File: src/rtl/ddrbp_pkg.sv
// Purpose: Shared constants, types and helpers of the burst/precharge controller
// Assumes: Controller clock mclk at 10 MHz, command clock at half that rate
// Notes: Register map and field positions live here only
package ddrbp_pkg;
	localparam int MCLK_NS = 100;
	localparam int CK_NS = 2 * MCLK_NS;
	localparam int T_RAS_NS = 45;
	localparam int T_RP_NS = 15;
	localparam int T_RTP_NS = 8;
	localparam int T_WR_NS = 15;
	// Least times rounded up to whole command clocks
	localparam int RAS_CK = (T_RAS_NS + CK_NS - 1) / CK_NS;
	localparam int RP_CK = (T_RP_NS + CK_NS - 1) / CK_NS;
	localparam int RTP_CK = (T_RTP_NS + CK_NS - 1) / CK_NS;
	localparam int WR_CK = (T_WR_NS + CK_NS - 1) / CK_NS;
	localparam int MIN_GAP_CK = 2;
	localparam int RTP_EFF = (RTP_CK > MIN_GAP_CK) ? RTP_CK : MIN_GAP_CK;
	localparam int INT_GAP_CK = 2;
	localparam int CCD_CK = 2;
	localparam int SYNC_STAGES = 2;

	localparam logic [7:0] REG_CTRL = 8'h00;
	localparam logic [7:0] REG_CMD = 8'h04;
	localparam logic [7:0] REG_STAT = 8'h08;
	localparam logic [7:0] REG_DATA = 8'h20;
	localparam int CTRL_BL_LSB = 0;
	localparam int CTRL_BT_BIT = 3;
	localparam int CTRL_CL_LSB = 4;
	localparam int CTRL_AL_LSB = 7;
	localparam logic [9:0] CTRL_RST = 10'h032;
	localparam logic [2:0] BL8_CODE = 3'h3;
	localparam int CMD_OP_LSB = 0;
	localparam int CMD_AP_BIT = 2;
	localparam int CMD_BA_LSB = 3;
	localparam int CMD_ADDR_LSB = 5;
	localparam int STAT_PEND = 0;
	localparam int STAT_DROP = 1;
	localparam int STAT_WACT = 2;
	localparam int STAT_RDONE = 3;
	localparam int DATA_MASK_LSB = 16;
	localparam int AP_ADDR_BIT = 10;

	typedef enum logic [1:0] {
		OP_ACT = 2'h0,
		OP_RD = 2'h1,
		OP_WR = 2'h2,
		OP_PRE = 2'h3
	} ddrbp_op_t;

	// Column offset of beat n for a start column, length and ordering
	function automatic logic [2:0] colOrder(input logic [2:0] s, input logic [2:0] n,
		input logic bl8, input logic ilv);
		logic [2:0] c;
		c = 3'h0;
		if (ilv) begin
			c = s ^ n;
		end else begin
			c[1:0] = s[1:0] + n[1:0];
			c[2] = s[2] ^ n[2];
		end
		if (!bl8) begin
			c[2] = 1'b0;
		end
		return c;
	endfunction
endpackage

File: src/rtl/ddrbp_ckgen.sv
// Purpose: Divides mclk by two to make the command clock
// Assumes: One clock domain
// Notes: rise is high in the cycle whose closing edge raises ck
`timescale 1ns/1ps
`default_nettype none
module ddrbp_ckgen (
	input wire logic mclk, // Controller clock
	input wire logic resetn, // Synchronous reset, active low
	output logic ck, // Command clock, from a flop
	output logic rise // Next edge raises ck
);
	logic ck_q;
	logic ck_d;
	always_comb begin
		ck_d = ~ck_q;
	end
	always_ff @(posedge mclk) begin
		if (!resetn) begin
			ck_q <= 1'b0;
		end else begin
			ck_q <= ck_d;
		end
	end
	assign ck = ck_q;
	assign rise = ~ck_q;
endmodule
`default_nettype wire

File: src/rtl/ddrbp_ctrl.sv
// Purpose: Host controller issuing activate, read, write and precharge to a DDR2 device
// Assumes: Device mode registers already hold the length, type, CL and AL set in CTRL
// Notes: Commands wait until every spacing below is met; one command may be pending
// Summary of operation
// - Never interrupt a burst when the length is four.
// - Length eight read may be cut only by another read.
// - Length eight write may be cut only by another write.
// - An interrupting column command comes exactly two clocks after the previous.
// - The interrupting command may address any bank.
// - No interrupt of auto-precharge bursts; interrupter may carry auto-precharge.
// - Spacings after an interrupt use the programmed length.
// - No burst terminate command is ever sent.
// - Write latency is read latency minus one.
// - Host drives strobe preamble, then data on successive strobe edges.
// - One mask per eight data bits, write timing, unused on reads.
// - Read to precharge waits AL plus BL/2 plus max(RTP,2) minus 2.
// - Precharge only after active time; activate only after row precharge time.
// - Write to precharge waits WL plus BL/2 plus write recovery.
// - Column commands of one kind are at least two clocks apart.
// - RTP clocks are the read-to-precharge time rounded up to clocks.
//
// Register access over Avalon-MM and the register addresses were left to the implementer.
`timescale 1ns/1ps
`default_nettype none
module ddrbp_ctrl import ddrbp_pkg::*; #(
	parameter int DQW = 16
) (
	input wire logic mclk, // Controller clock, 10 MHz
	input wire logic resetn, // Synchronous reset, active low
	input wire logic [7:0] avs_address, // Register byte address
	input wire logic avs_read, // Register read request
	input wire logic avs_write, // Register write request
	input wire logic [31:0] avs_writedata, // Register write data
	output logic [31:0] avs_readdata, // Register read data
	output logic avs_waitrequest, // Request not yet taken
	output logic ck, // Command clock to device
	output logic csN, // Chip select, active low
	output logic rasN, // Row strobe, active low
	output logic casN, // Column strobe, active low
	output logic weN, // Write enable, active low
	output logic [1:0] ba, // Bank address
	output logic [12:0] addr, // Row or column address, A10 is precharge-all
	input wire logic [DQW-1:0] dqIn, // Data pins as seen
	output logic [DQW-1:0] dqOut, // Data driven on writes
	output logic dqOe, // High while driving data
	input wire logic dqsIn, // Strobe pin as seen, unused
	output logic dqsOut, // Strobe driven on writes
	output logic dqsOe, // High while driving the strobe
	output logic [DQW/8-1:0] dm // Write masks, one per byte
);
	localparam int DMW = DQW / 8;
	if (DQW < 8 || DQW % 8 != 0 || DMW > 16) begin : g_chk
		$error("DQW must be a multiple of 8 up to 128");
	end

	logic ckRise;
	ddrbp_ckgen u_ck (.mclk(mclk), .resetn(resetn), .ck(ck), .rise(ckRise));
	wire issueEdge = ~ckRise;

	// Register bank
	logic [9:0] ctrl_q, ctrl_d;
	logic wait_q, wait_d;
	logic [31:0] rdat_q, rdat_d;
	logic drop_q, drop_d, rdone_q, rdone_d;
	logic pend_q, pend_d;
	logic [17:0] pcmd_q, pcmd_d;
	logic [DQW-1:0] wbuf [8];
	logic [DMW-1:0] mbuf [8];
	logic [DQW-1:0] rbuf [8];
	logic wrActive_q, rdCapDone;
	logic issue;
	logic bl8, ilv;
	logic [3:0] cl, al, rl, wl, half;
	assign bl8 = (ctrl_q[CTRL_BL_LSB +: 3] == BL8_CODE);
	assign ilv = ctrl_q[CTRL_BT_BIT];
	assign cl = {1'b0, ctrl_q[CTRL_CL_LSB +: 3]};
	assign al = {1'b0, ctrl_q[CTRL_AL_LSB +: 3]};
	assign rl = al + cl;
	assign wl = rl - 4'h1;
	assign half = bl8 ? 4'h4 : 4'h2;
	wire take = (avs_read | avs_write) & ~wait_q;
	wire dataSel = (avs_address[7:5] == REG_DATA[7:5]);
	always_comb begin
		ctrl_d = ctrl_q;
		pend_d = pend_q;
		pcmd_d = pcmd_q;
		drop_d = drop_q;
		rdone_d = rdone_q;
		rdat_d = rdat_q;
		wait_d = 1'b1;
		if ((avs_read | avs_write) && wait_q) begin
			wait_d = 1'b0;
			rdat_d = 32'h0;
			if (dataSel) begin
				rdat_d[DQW-1:0] = rbuf[avs_address[4:2]];
			end else if (avs_address == REG_CTRL) begin
				rdat_d[9:0] = ctrl_q;
			end else if (avs_address == REG_STAT) begin
				rdat_d[STAT_PEND] = pend_q;
				rdat_d[STAT_DROP] = drop_q;
				rdat_d[STAT_WACT] = wrActive_q;
				rdat_d[STAT_RDONE] = rdone_q;
			end
		end
		if (issue) begin
			pend_d = 1'b0;
		end
		if (take && avs_write) begin
			if (avs_address == REG_CTRL) begin
				ctrl_d = avs_writedata[9:0];
			end else if (avs_address == REG_CMD) begin
				if (pend_q) begin
					drop_d = 1'b1;
				end else begin
					pend_d = 1'b1;
					pcmd_d = avs_writedata[17:0];
				end
			end else if (avs_address == REG_STAT) begin
				if (avs_writedata[STAT_DROP]) begin
					drop_d = 1'b0;
				end
				if (avs_writedata[STAT_RDONE]) begin
					rdone_d = 1'b0;
				end
			end
		end
		if (rdCapDone) begin
			rdone_d = 1'b1;
		end
	end
	always_ff @(posedge mclk) begin
		if (!resetn) begin
			ctrl_q <= CTRL_RST;
			wait_q <= 1'b1;
			rdat_q <= 32'h0;
			drop_q <= 1'b0;
			rdone_q <= 1'b0;
			pend_q <= 1'b0;
			pcmd_q <= 18'h0;
		end else begin
			ctrl_q <= ctrl_d;
			wait_q <= wait_d;
			rdat_q <= rdat_d;
			drop_q <= drop_d;
			rdone_q <= rdone_d;
			pend_q <= pend_d;
			pcmd_q <= pcmd_d;
		end
	end
	always_ff @(posedge mclk) begin
		if (take && avs_write && dataSel) begin
			wbuf[avs_address[4:2]] <= avs_writedata[DQW-1:0];
			mbuf[avs_address[4:2]] <= avs_writedata[DATA_MASK_LSB +: DMW];
		end
	end
	assign avs_waitrequest = wait_q;
	assign avs_readdata = rdat_q;

	// Command issue and spacing
	ddrbp_op_t pOp;
	assign pOp = ddrbp_op_t'(pcmd_q[CMD_OP_LSB +: 2]);
	wire pAp = pcmd_q[CMD_AP_BIT];
	wire [1:0] pBa = pcmd_q[CMD_BA_LSB +: 2];
	wire [12:0] pAddr = pcmd_q[CMD_ADDR_LSB +: 13];
	wire isCol = (pOp == OP_RD) || (pOp == OP_WR);
	logic [3:0] preZero, actZero;
	logic colZero;
	logic [2:0] since_q, since_d;
	logic lastWr_q, lastWr_d, lastAp_q, lastAp_d;
	logic [3:0] cmd_q, cmd_d;
	logic [1:0] ba_q, ba_d;
	logic [12:0] addr_q, addr_d;
	logic legal, intOk;
	wire [5:0] rdPre = 6'(al) + 6'(half) + 6'(RTP_EFF) - 6'h2;
	wire [5:0] wrPre = 6'(wl) + 6'(half) + 6'(WR_CK);
	wire [5:0] colEnd = 6'((pOp == OP_RD) ? rl : wl) + 6'(half);
	assign intOk = bl8 && (lastWr_q == (pOp == OP_WR)) && !lastAp_q
		&& since_q == 3'(INT_GAP_CK);
	always_comb begin
		legal = 1'b0;
		unique case (pOp)
			OP_RD, OP_WR: legal = (since_q >= 3'(CCD_CK)) && (colZero || intOk);
			OP_PRE: legal = pAp ? (preZero == 4'hf) : preZero[pBa];
			OP_ACT: legal = actZero[pBa];
		endcase
	end
	assign issue = pend_q && issueEdge && legal;
	genvar b;
	for (b = 0; b < 4; b++) begin : g_bank
		wire hitB = (pBa == 2'(b));
		ddrbp_timer #(.W(6)) u_pre (.mclk(mclk), .resetn(resetn), .tick(ckRise),
			.load(issue && hitB && pOp != OP_PRE),
			.val((pOp == OP_ACT) ? 6'(RAS_CK) : ((pOp == OP_RD) ? rdPre : wrPre)),
			.zero(preZero[b]));
		ddrbp_timer #(.W(6)) u_act (.mclk(mclk), .resetn(resetn), .tick(ckRise),
			.load(issue && pOp == OP_PRE && (pAp || hitB)), .val(6'(RP_CK)),
			.zero(actZero[b]));
	end
	ddrbp_timer #(.W(6)) u_col (.mclk(mclk), .resetn(resetn), .tick(ckRise),
		.load(issue && isCol), .val(colEnd), .zero(colZero));
	always_comb begin
		since_d = since_q;
		lastWr_d = lastWr_q;
		lastAp_d = lastAp_q;
		cmd_d = cmd_q;
		ba_d = ba_q;
		addr_d = addr_q;
		if (ckRise && since_q != 3'h7) begin
			since_d = since_q + 3'h1;
		end
		if (issueEdge) begin
			cmd_d = 4'b0111;
		end
		if (issue) begin
			ba_d = pBa;
			addr_d = pAddr;
			unique case (pOp)
				OP_ACT: cmd_d = 4'b0011;
				OP_RD: cmd_d = 4'b0101;
				OP_WR: cmd_d = 4'b0100;
				OP_PRE: cmd_d = 4'b0010;
			endcase
			if (pOp != OP_ACT) begin
				addr_d[AP_ADDR_BIT] = pAp;
			end
			if (isCol) begin
				since_d = 3'h0;
				lastWr_d = (pOp == OP_WR);
				lastAp_d = pAp;
			end
		end
	end
	always_ff @(posedge mclk) begin
		if (!resetn) begin
			since_q <= 3'h7;
			lastWr_q <= 1'b0;
			lastAp_q <= 1'b0;
			cmd_q <= 4'b1111;
			ba_q <= 2'h0;
			addr_q <= 13'h0;
		end else begin
			since_q <= since_d;
			lastWr_q <= lastWr_d;
			lastAp_q <= lastAp_d;
			cmd_q <= cmd_d;
			ba_q <= ba_d;
			addr_q <= addr_d;
		end
	end
	assign {csN, rasN, casN, weN} = cmd_q;
	assign ba = ba_q;
	assign addr = addr_q;

	// Write data path, timed from the issue edge in mclk cycles
	logic [5:0] wWait_q, wWait_d;
	logic [3:0] wRem_q, wRem_d;
	logic [2:0] wIdx_q, wIdx_d;
	logic wPost_q, wPost_d;
	logic [DQW-1:0] dq_q, dq_d;
	logic dqs_q, dqs_d, oe_q, oe_d;
	logic [DMW-1:0] dm_q, dm_d;
	wire wStart = (wWait_q == 6'h1);
	always_comb begin
		wWait_d = (wWait_q != 6'h0) ? wWait_q - 6'h1 : 6'h0;
		wRem_d = wRem_q;
		wIdx_d = wIdx_q;
		wPost_d = 1'b0;
		dq_d = dq_q;
		dqs_d = 1'b0;
		oe_d = 1'b0;
		dm_d = '0;
		if (issue && pOp == OP_WR) begin
			wWait_d = 6'({wl, 1'b1});
		end
		if (wStart || wRem_q != 4'h0) begin
			wIdx_d = wStart ? 3'h0 : wIdx_q;
			dq_d = wbuf[wIdx_d];
			dm_d = mbuf[wIdx_d];
			dqs_d = ~wIdx_d[0];
			oe_d = 1'b1;
			wRem_d = (wStart ? 4'({half, 1'b0}) : wRem_q) - 4'h1;
			wIdx_d = wIdx_d + 3'h1;
			wPost_d = (wRem_d == 4'h0);
		end else if (wPost_q) begin
			oe_d = 1'b1;
		end
		if (wWait_q == 6'h2) begin
			oe_d = 1'b1;
			dqs_d = 1'b0;
		end
	end
	always_ff @(posedge mclk) begin
		if (!resetn) begin
			wWait_q <= 6'h0;
			wRem_q <= 4'h0;
			wIdx_q <= 3'h0;
			wPost_q <= 1'b0;
			dq_q <= '0;
			dqs_q <= 1'b0;
			oe_q <= 1'b0;
			dm_q <= '0;
			wrActive_q <= 1'b0;
		end else begin
			wWait_q <= wWait_d;
			wRem_q <= wRem_d;
			wIdx_q <= wIdx_d;
			wPost_q <= wPost_d;
			dq_q <= dq_d;
			dqs_q <= dqs_d;
			oe_q <= oe_d;
			dm_q <= dm_d;
			wrActive_q <= oe_d;
		end
	end
	assign dqOut = dq_q;
	assign dqOe = oe_q;
	assign dqsOut = dqs_q;
	assign dqsOe = oe_q;
	assign dm = dm_q;

	// Read capture after read latency plus synchroniser delay
	logic [DQW-1:0] sync1_q, sync2_q;
	logic [5:0] rWait_q, rWait_d;
	logic [3:0] rRem_q, rRem_d;
	logic [2:0] rN_q, rN_d, rSt_q, rSt_d;
	wire rStart = (rWait_q == 6'h1);
	wire rCap = rStart || rRem_q != 4'h0;
	wire [2:0] rNow = rStart ? 3'h0 : rN_q;
	assign rdCapDone = rCap && rRem_d == 4'h0;
	always_comb begin
		rWait_d = (rWait_q != 6'h0) ? rWait_q - 6'h1 : 6'h0;
		rRem_d = rRem_q;
		rN_d = rN_q;
		rSt_d = rSt_q;
		if (issue && pOp == OP_RD) begin
			rWait_d = 6'({rl, 1'b0}) + 6'(SYNC_STAGES + 2);
			rSt_d = pAddr[2:0];
		end
		if (rCap) begin
			rRem_d = (rStart ? 4'({half, 1'b0}) : rRem_q) - 4'h1;
			rN_d = rNow + 3'h1;
		end
	end
	always_ff @(posedge mclk) begin
		sync1_q <= dqIn;
		sync2_q <= sync1_q;
		if (rCap) begin
			rbuf[colOrder(rSt_q, rNow, bl8, ilv)] <= sync2_q;
		end
	end
	always_ff @(posedge mclk) begin
		if (!resetn) begin
			rWait_q <= 6'h0;
			rRem_q <= 4'h0;
			rN_q <= 3'h0;
			rSt_q <= 3'h0;
		end else begin
			rWait_q <= rWait_d;
			rRem_q <= rRem_d;
			rN_q <= rN_d;
			rSt_q <= rSt_d;
		end
	end

	logic [5:0] wAge_q;
	always_ff @(posedge mclk) begin
		if (!resetn || (issue && pOp == OP_WR)) begin
			wAge_q <= 6'h0;
		end else if (wAge_q != 6'h3f) begin
			wAge_q <= wAge_q + 6'h1;
		end
	end
	wire colIss = issue && isCol;
	AST_BL4_NOINT: assert property (@(posedge mclk) disable iff (!resetn)
		colIss && !bl8 |-> colZero) else $error("burst of four interrupted");
	AST_INT_DIR: assert property (@(posedge mclk) disable iff (!resetn)
		colIss && !colZero |-> lastWr_q == (pOp == OP_WR)) else $error("interrupt direction");
	AST_INT_GAP: assert property (@(posedge mclk) disable iff (!resetn)
		colIss && !colZero |-> since_q == 3'h2 && !lastAp_q) else $error("interrupt spacing");
	AST_CCD: assert property (@(posedge mclk) disable iff (!resetn)
		colIss |=> !colIss [*3]) else $error("column commands too close");
	AST_NO_TERM: assert property (@(posedge mclk) disable iff (!resetn)
		cmd_q != 4'b0110) else $error("terminate code driven");
	AST_PRE_WAIT: assert property (@(posedge mclk) disable iff (!resetn)
		issue && pOp == OP_PRE && !pAp |-> preZero[pBa]) else $error("early precharge");
	AST_ACT_WAIT: assert property (@(posedge mclk) disable iff (!resetn)
		issue && pOp == OP_ACT |-> actZero[pBa]) else $error("activate inside precharge");
	AST_WL: assert property (@(posedge mclk) disable iff (!resetn)
		wStart |-> wAge_q == 6'({wl, 1'b0})) else $error("write latency wrong");
	AST_PREAMBLE: assert property (@(posedge mclk) disable iff (!resetn)
		wStart && wRem_q == 4'h0 |=> $past(oe_q) && !$past(dqs_q) && dqs_q)
		else $error("strobe preamble missing");
	AST_DM_IDLE: assert property (@(posedge mclk) disable iff (!resetn)
		!oe_q |-> dm_q == '0) else $error("mask driven outside write");
	AST_BUS_ONE: assert property (@(posedge mclk) disable iff (!resetn)
		!avs_waitrequest |=> avs_waitrequest) else $error("waitrequest low too long");
	COV_WRITE: cover property (@(posedge mclk) disable iff (!resetn) wStart);
	COV_READ: cover property (@(posedge mclk) disable iff (!resetn) rdCapDone);
	COV_INT: cover property (@(posedge mclk) disable iff (!resetn) colIss && !colZero);
	COV_PALL: cover property (@(posedge mclk) disable iff (!resetn) issue && pOp == OP_PRE && pAp);
endmodule
`default_nettype wire

File: src/rtl/ddrbp_timer.sv
// Purpose: Down counter of command clocks that keeps the later of two deadlines
// Assumes: tick is a one-cycle enable once per command clock
// Notes: zero means the guarded command may go
`timescale 1ns/1ps
`default_nettype none
module ddrbp_timer #(
	parameter int W = 6
) (
	input wire logic mclk, // Controller clock
	input wire logic resetn, // Synchronous reset, active low
	input wire logic tick, // Command clock enable
	input wire logic load, // Start or extend the wait
	input wire logic [W-1:0] val, // Wait in command clocks
	output logic zero // Wait has run out
);
	logic [W-1:0] cnt_q;
	logic [W-1:0] cnt_d;
	always_comb begin
		cnt_d = cnt_q;
		if (tick && cnt_q != '0) begin
			cnt_d = cnt_q - 1'b1;
		end
		if (load && val > cnt_d) begin
			cnt_d = val;
		end
	end
	always_ff @(posedge mclk) begin
		if (!resetn) begin
			cnt_q <= '0;
		end else begin
			cnt_q <= cnt_d;
		end
	end
	assign zero = (cnt_q == '0);
endmodule
`default_nettype wire

File: config.mk
export PLATFORM = sky130hd
export DESIGN_NAME = ddrbp_ctrl
export DESIGN_NICKNAME = d
export VERILOG_FILES = /design/src/rtl/ddrbp_pkg.sv /design/src/rtl/ddrbp_ckgen.sv /design/src/rtl/ddrbp_ctrl.sv /design/src/rtl/ddrbp_timer.sv
export SDC_FILE = /design/constraint.sdc
export NUM_CORES = 1
export LEC_CHECK = 0
export ABC_AREA = 1
export BUFFER_PORTS_ARGS = -buffer_cell sky130_fd_sc_hd__buf_2
export CORE_UTILIZATION = 65
export DETAILED_ROUTE_END_ITERATION = 8
export PLACE_DENSITY = 0.84
export SLEW_MARGIN = 10
export SYNTH_ARGS = -nofsm -noshare
export SYNTH_HDL_FRONTEND = slang
export SYNTH_HIERARCHICAL = 1
export SYNTH_SLANG_ARGS = --single-unit
File: constraint.sdc
create_clock -name mclk -period 8 [get_ports mclk]
set_input_delay 0.4 -clock mclk [delete_from_list [all_inputs] [get_ports mclk]]
set_output_delay 0.4 -clock mclk [all_outputs]
set_load 0.005 [all_outputs]
Word-level counts from Yosys, hierarchy flattened
Memories as Yosys holds them, arrays and structs flattened. A register that Yosys moved wholly into a read port is not among the register bits.
Cells that the tools add are included.
{ "totals": {"ff_bits": 191, "ram_bits": 272, "in_bits": 61, "elab_cells": 292, "output_inout_bits": 74, "mem_count": 3} }
{ "classes": {"n_bitwise": 12, "eq_ne": 21, "reduce_logical": 103, "addsub": 26, "n_mux": 76, "n_lt_le_gt_ge": 11} }
{ "mem_list": {"columns": ["memory", "words", "width", "read_ports", "rd_clocked_by_memory_dff", "write_ports", "line_no", "source"], "rows": [
  ["rbuf", 8, 16, 1, 0, 1, "ddrbp_ctrl.sv:69", "logic [DQW-1:0] rbuf [8];"],
  ["wbuf", 8, 16, 1, 1, 1, "ddrbp_ctrl.sv:67", "logic [DQW-1:0] wbuf [8];"],
  ["mbuf", 8, 2, 1, 1, 1, "ddrbp_ctrl.sv:68", "logic [DMW-1:0] mbuf [8];"]
]} }
{ "op_table": {"columns": ["op", "count"], "rows": [
  ["6-bit two-way mux", 20],
  ["6-bit nonzero test", 11],
  ["6-bit by 1-bit subtractor with 6-bit output (second input constant)", 11],
  ["6-bit logical NOT", 9],
  ["1-bit logical AND", 45],
  ["1-bit two-way mux", 33],
  ["4-bit two-way mux", 8],
  ["1-bit by 6-bit greater-than comparator with 1-bit output (first input constant)", 4],
  ["6-bit greater-than comparator", 4],
  ["3-bit two-way mux", 8],
  ["4-bit one-hot mux with 4 select lines", 1],
  ["2-bit nonzero test", 7],
  ["6-bit by 1-bit == test with 1-bit output (second input constant)", 2],
  ["4-bit by 1-bit subtractor with 4-bit output (second input constant)", 3],
  ["4-bit by 3-bit adder with 5-bit output", 2],
  ["10-bit two-way mux", 1],
  ["5-bit two-way mux", 2],
  ["5-bit AND reduction", 2],
  ["2-bit OR reduction", 5],
  ["3-bit by 1-bit adder with 3-bit output (second input constant)", 3],
  ["3-bit by 3-bit adder with 4-bit output", 2],
  ["2-bit == test (second input constant)", 4],
  ["8-bit by 3-bit == test with 1-bit output (second input constant)", 1],
  ["8-bit by 4-bit == test with 1-bit output (second input constant)", 1],
  ["other kinds (32)", 60]
]} }

Logic depth before layout (Yosys ltp)
{ "depth": {"word_depth": 14, "depth_mapped": 23, "mapped_depth_nobuf": 23} }

By module
Netlist, hierarchy kept.
{ "modules_own_cells": {"columns": ["mod", "cells_each", "instances", "area_each_um2"], "rows": [
  ["ddrbp_ctrl", 1622, 1, 17170.2],
  ["ddrbp_timer (g_bank[2].u_act ...)", 116, 5, 678.2],
  ["ddrbp_timer (g_bank[0].u_act ...)", 115, 4, 675.6],
  ["ddrbp_ckgen", 4, 1, 33.8]
]} }

Worst setup path after synthesis
OpenSTA, ideal clock, no wires.
{ "synth_path": {"path_kind": "register to register", "start": "register ctrl_q[7]", "end": "register g_bank[1].u_pre.cnt_q[1]", "path_buffers": 0, "setup_time_ns": 0.110, "setup_slack_ns": 4.472, "required_time_ns": 7.890, "stages_incl_launch_ff": 20, "arrival_ns": 3.418, "period_less_slack_ns": 3.528, "path_cell_list": "dfxtp_1 > ha_1 > inv_1 > fa_1 > or2_2 > nand2_1 > xnor2_1 > ha_1 > nand2_1 > a21oi_1 > a211oi_1 > ha_1 > nand2_1 > nor2_1 > nand2_1 > nand3_2 > nand2_1 > nand2_1 > inv_1 > nor2_2"} }
{ "synth_via": {"elab_chain_cells": 9} }
{ "synth_rtl": {"columns": ["element", "line_no", "source"], "rows": [
  ["from (decl)", "ddrbp_ctrl.sv:61", "logic [9:0] ctrl_q, ctrl_d;"],
  ["from (signal assigned)", "ddrbp_ctrl.sv:141", "ctrl_q <= ctrl_d;"],
  ["3-bit by 3-bit adder with 4-bit output", "ddrbp_ctrl.sv:78", "assign rl = al + cl;"],
  ["4-bit by 1-bit subtractor with 4-bit output", "ddrbp_ctrl.sv:79", "assign wl = rl - 4'h1;"],
  ["4-bit by 3-bit adder with 5-bit output", "ddrbp_ctrl.sv:175", "wire [5:0] wrPre = 6'(wl) + 6'(half) + 6'(WR_CK);"],
  ["5-bit by 1-bit adder with 6-bit output", "ddrbp_ctrl.sv:175", null],
  ["6-bit two-way mux (*) (2 in series)", "ddrbp_ctrl.sv:193", ".val((pOp == OP_ACT) ? 6'(RAS_CK) : ((pOp == OP_RD) ? rdPre : wrPre)),"],
  ["6-bit greater-than comparator", "ddrbp_timer.sv:23", "if (load && val > cnt_d) begin"],
  ["1-bit logical AND", "ddrbp_timer.sv:23", null],
  ["6-bit two-way mux (*)", "ddrbp_timer.sv:23", null],
  ["to (signal assigned)", "ddrbp_timer.sv:31", "cnt_q <= cnt_d;"],
  ["to (decl)", "ddrbp_timer.sv:16", "logic [W-1:0] cnt_q;"]
]} }
Every way passes the cells marked *; elsewhere a longest branch is shown, timed or not.
A chain may end at the register's enable or synchronous reset.

Worst setup path in the final report
{ "layout_path": {"start": "register ctrl_q[7]", "end": "register g_bank[3].u_pre.cnt_q[1]"} }
{ "layout_via": {"elab_chain_cells": 9} }
{ "layout_rtl": {"columns": ["element", "line_no"], "rows": [
  ["3-bit by 3-bit adder with 4-bit output", "ddrbp_ctrl.sv:78"],
  ["4-bit by 1-bit subtractor with 4-bit output", "ddrbp_ctrl.sv:79"],
  ["4-bit by 3-bit adder with 5-bit output", "ddrbp_ctrl.sv:175"],
  ["5-bit by 1-bit adder with 6-bit output", "ddrbp_ctrl.sv:175"],
  ["6-bit two-way mux (*) (2 in series)", "ddrbp_ctrl.sv:193"],
  ["6-bit greater-than comparator", "ddrbp_timer.sv:23"],
  ["1-bit logical AND", "ddrbp_timer.sv:23"],
  ["6-bit two-way mux (*)", "ddrbp_timer.sv:23"],
  ["to (signal assigned)", "ddrbp_timer.sv:31"],
  ["to (decl)", "ddrbp_timer.sv:16"]
]} }
Marked as above.

==> metrics.yaml <==
min_to: "mbuf[4][1]"
hpwlAfterDp_mm: 34.9
pin_count: 135
startpoint_type: "flip-flop"
die-width_um: 191
p_seq_share_pct: 36.0
fin_nets: 3003
yosys.area.top_type: "edfxtp_1"
tns_ns: 0
reg2reg_to: "g_bank[3].u_pre/cnt_q[1]"
cp-end-kind: "flip-flop"
synth_area_mm2: 0.0233
setup_violations: 0
fillCellCount: 2358
crit_chain: "ha_1 > inv_1 > fa_1 > ha_1 > xnor2_1 > ha_1 > nand2_1 > nand2_1 > a31oi_1 > xor2_1 > o21ai_0 > inv_1 > ha_1 > nand2_1 > nor2_1 > nand2_1 > nand2_1 > inv_2 > nand3_1 > nand2_1 > nor2_2"
intPower_w: 0.00542
top_usage_layer: "met2"
synth_compound_area_share_pct: 8.89
drtPass1Iterations: 8
vias: 18600
fmax_mhz: 241
die_h_um: 191
clockRootBuffer: "clkbuf_16"
synth_simple_gate_area_share_pct: 23.8
wirelength_mm: 54.8
drcViolationCount: 0
arrival_ns: 4.66
p_sw_share_pct: 38.1
final_cell_area_mm2: 0.0262
grt.overflow.total: 0
path_max_fanout: 8
min_from: "avs_writedata[17]"
cp-startpoint: "ctrl_q[7]"
finalHoldViolCount: 0
min_delay_path_depth: 1
timing.critical_path.slowest_stage_cell: "fa_1"
reg2reg_from: "ctrl_q[7]"
cts_max_level: 2
p_clk_share_pct: 26.7
synth_area_leaders: "edfxtp_1 35%, dfxtp_1 18%, nand2_1 8.9%"
rows: 68
synth_edf_count: 272
die_area_mm2: 0.0366
relSlewSlack_pct: 16.1
ys_top_cells_by_count: "550 x nand2_1, 393 x nor2_1, 318 x inv_1"
tightest_slew_ns: 1.26
syn_inst: 2666
cts_tree: "done"
crit_type: "reg -> reg"
fp.coreArea_mm2: 0.0349
reg2reg_slack_ns: 3.85
fin_hold_ws_ns: 0.0919
clk_pin_slew_ns: 0.07
cts.sinks: 481
cts_buffers: 48
place_congestion: 0.881
syn_avg_cell_area_um2: 8.74
final.min_clock_period_ns: 4.15
netlist.area_leader.share_pct: 35.1
grt_pass1_wl_mm: 87.4
grt_antenna_before_repair: 2
drv_slew: 0
synth-seq-cells: 481
start_util_pct: 66.8
met2_usage_pct: 53.3
dp.cells: 3225
fin_crit_sh_pct: 51.9
drt_iter0_drc: 1595
synth_seq_area_share_pct: 53.0
io_buffers: 103
synth_xor_area_share_pct: 0.639
synth.distinct_cells: 49
power_density_mw_per_mm2: 335
muxShareOfSynthArea_pct: 0
routed_via_density: 5.59
rsz0062_at_grt: "no"
dominantRegCellSynth: "edfxtp_1"
grt_pass1_vias: 18200
grtUsageMet1_pct: 36.6
yosys_warnings: 6
clk_path_buf_depth: 3
cts_repair_resize_count: 0
maxCapViolations: 0
reg2regPathDepth: 21
worstPathRequired_ns: 8.51
p_leak_nw: 11.5
p_sw_w: 0.00334
gr-usage-all-layers_pct: 30.3
status: "complete, no violations"
critPathMaxStageDelay_ns: 0.55
gr-usage-met3_pct: 4.77
wire_per_inst_um: 16.4
grt_max_degree: 98
area_delta_synth_final_pct: 12.3
vdd_drop_max_v: 0.000252
cp_common_cell: "nand2_1"
synthArstFlopShare_pct: 0
clock_latency_ns: 0.60
fin_skew_ns: 0.0287
combinationalPowerShare_pct: 37.3
synthAdderAreaFrac_pct: 5.79
drive_above_1_share_pct: 12.4
placed_cell_area_mm2: 0.0244
postRouteAntennaNets: 0
yosysMostFrequentCell: "nand2_1"
layoutNonFillerInstCount: 3332
synth_top_family_by_area: "simple AND/OR/NAND/NOR gates"
hp-class: "in -> reg"
fin_util_pct: 75.0
[worst max-delay path by stage]
| stage | endpoint | slack, ns | depth (start not counted) |
|---|---|---|---|
| after global placement | g_bank[0].u_pre/cnt_q[0] | 4.10 | 22 |
| final | g_bank[3].u_pre/cnt_q[1] | 3.85 | 21 |
| after CTS | g_bank[3].u_pre/cnt_q[1] | 3.92 | 21 |
| after global routing | g_bank[0].u_pre/cnt_q[2] | 3.54 | 21 |
| after floorplan | g_bank[1].u_pre/cnt_q[1] | 4.47 | 19 |
| after detailed placement | g_bank[3].u_pre/cnt_q[1] | 3.95 | 21 |
[state kept, by name, summed over array words and instances, names as in the netlist, 2 cells and up]
signal              count
g_bank.u_act/cnt_q     24
rWait_q                 6
rbuf                  128
sync2_q                16
ctrl_q                 10
wbuf                  128
rN_q                    3
wRem_q                  4
wWait_q                 6
dqOut                  16
u_col/cnt_q             6
rSt_q                   3
ba                      2
sync1_q                16
rRem_q                  4
wIdx_q                  3
mbuf                   16
since_q                 3
cmd_q                   4
g_bank.u_pre/cnt_q     24
dm                      2
addr                   13
avs_readdata           16
pcmd_q                 18
[power groups by stage]
stage                     clock network (W)  registers [W]  logic (W)
after global routing                0.00245        0.00318    0.00373
after floorplan                           0        0.00315    0.00252
after global placement                    0        0.00317    0.00301
after CTS                           0.00235        0.00315    0.00323
after detailed placement                  0        0.00319    0.00320
final                               0.00233        0.00315    0.00327
[layer usage]
metal  share of wire, %  vias up
met3                8.4      134
met5              0.016        -
met4                3.3        2
met2                 50      872
met1                 39     8655
li1                   -     8954
[layout make-up]
| cell class | count | area, µm² | share of cell area (%) |
|---|---|---|---|
| Inverter | 349 | 1330 | 5.07 |
| Sequential cell | 481 | 12400 | 47.2 |
| Antenna cell | 2 | 5.00 | 0.0191 |
| Timing Repair Buffer | 141 | 843 | 3.22 |
| Clock buffer | 64 | 1310 | 5.01 |
| Multi-Input combinational cell | 1815 | 9420 | 36.0 |
| Tap cell | 455 | 569 | 2.18 |
| Clock inverter | 25 | 333 | 1.27 |
[cells by family after synthesis]
family	after synthesis
AO/OA/AOI/OAI	370
buffers and inverters	442
XOR/XNOR	17
adder cells (fa/ha/maj)	106
other	2
AND/OR/NAND/NOR	1248
flip-flops	481
[stage by stage]
step / total power [W] / worst slack (ns)
after floorplan: 0.00567 / 4.47
after global placement: 0.00618 / 4.10
after detailed placement: 0.00639 / 3.95
after CTS: 0.00873 / 3.92
after global routing: 0.00936 / 3.54
final: 0.00875 / 3.85
[critical path, delay by kind of cell, from the launching register on]
kind	cells	cell delay [ns]
fa+ha+maj	5	1.70
simple gates	9	0.79
buf+inv	3	0.38
compound gates	2	0.41
xor+xnor	2	0.36
flops	1	0.41
[cell usage in the layout (no fill, tap or decap), types with 23 or more instances in the layout]
| cell | count |
|---|---|
| edfxtp_1 | 272 |
| conb_1 | 74 |
| nand4_1 | 26 |
| inv_1 | 317 |
| buf_4 | 23 |
| o211ai_1 | 42 |
| buf_2 | 102 |
| o21ai_0 | 186 |
| nor2_1 | 393 |
| nor2_2 | 37 |
| nand2_2 | 25 |
| inv_2 | 24 |
| nand2_1 | 550 |
| a21oi_1 | 90 |
| nand3_1 | 138 |
| clkbuf_16 | 48 |
| ha_1 | 103 |
| dfxtp_1 | 209 |
[what timing repair did]
item | CTS | global route
endpoints found under the setup margin | 0 | 0
hold buffers | 16 | 0
endpoints found under the hold margin | 16 | 0
setup buffers | 0 | 0
No activity file was read; power rests on OpenSTA's default activity.
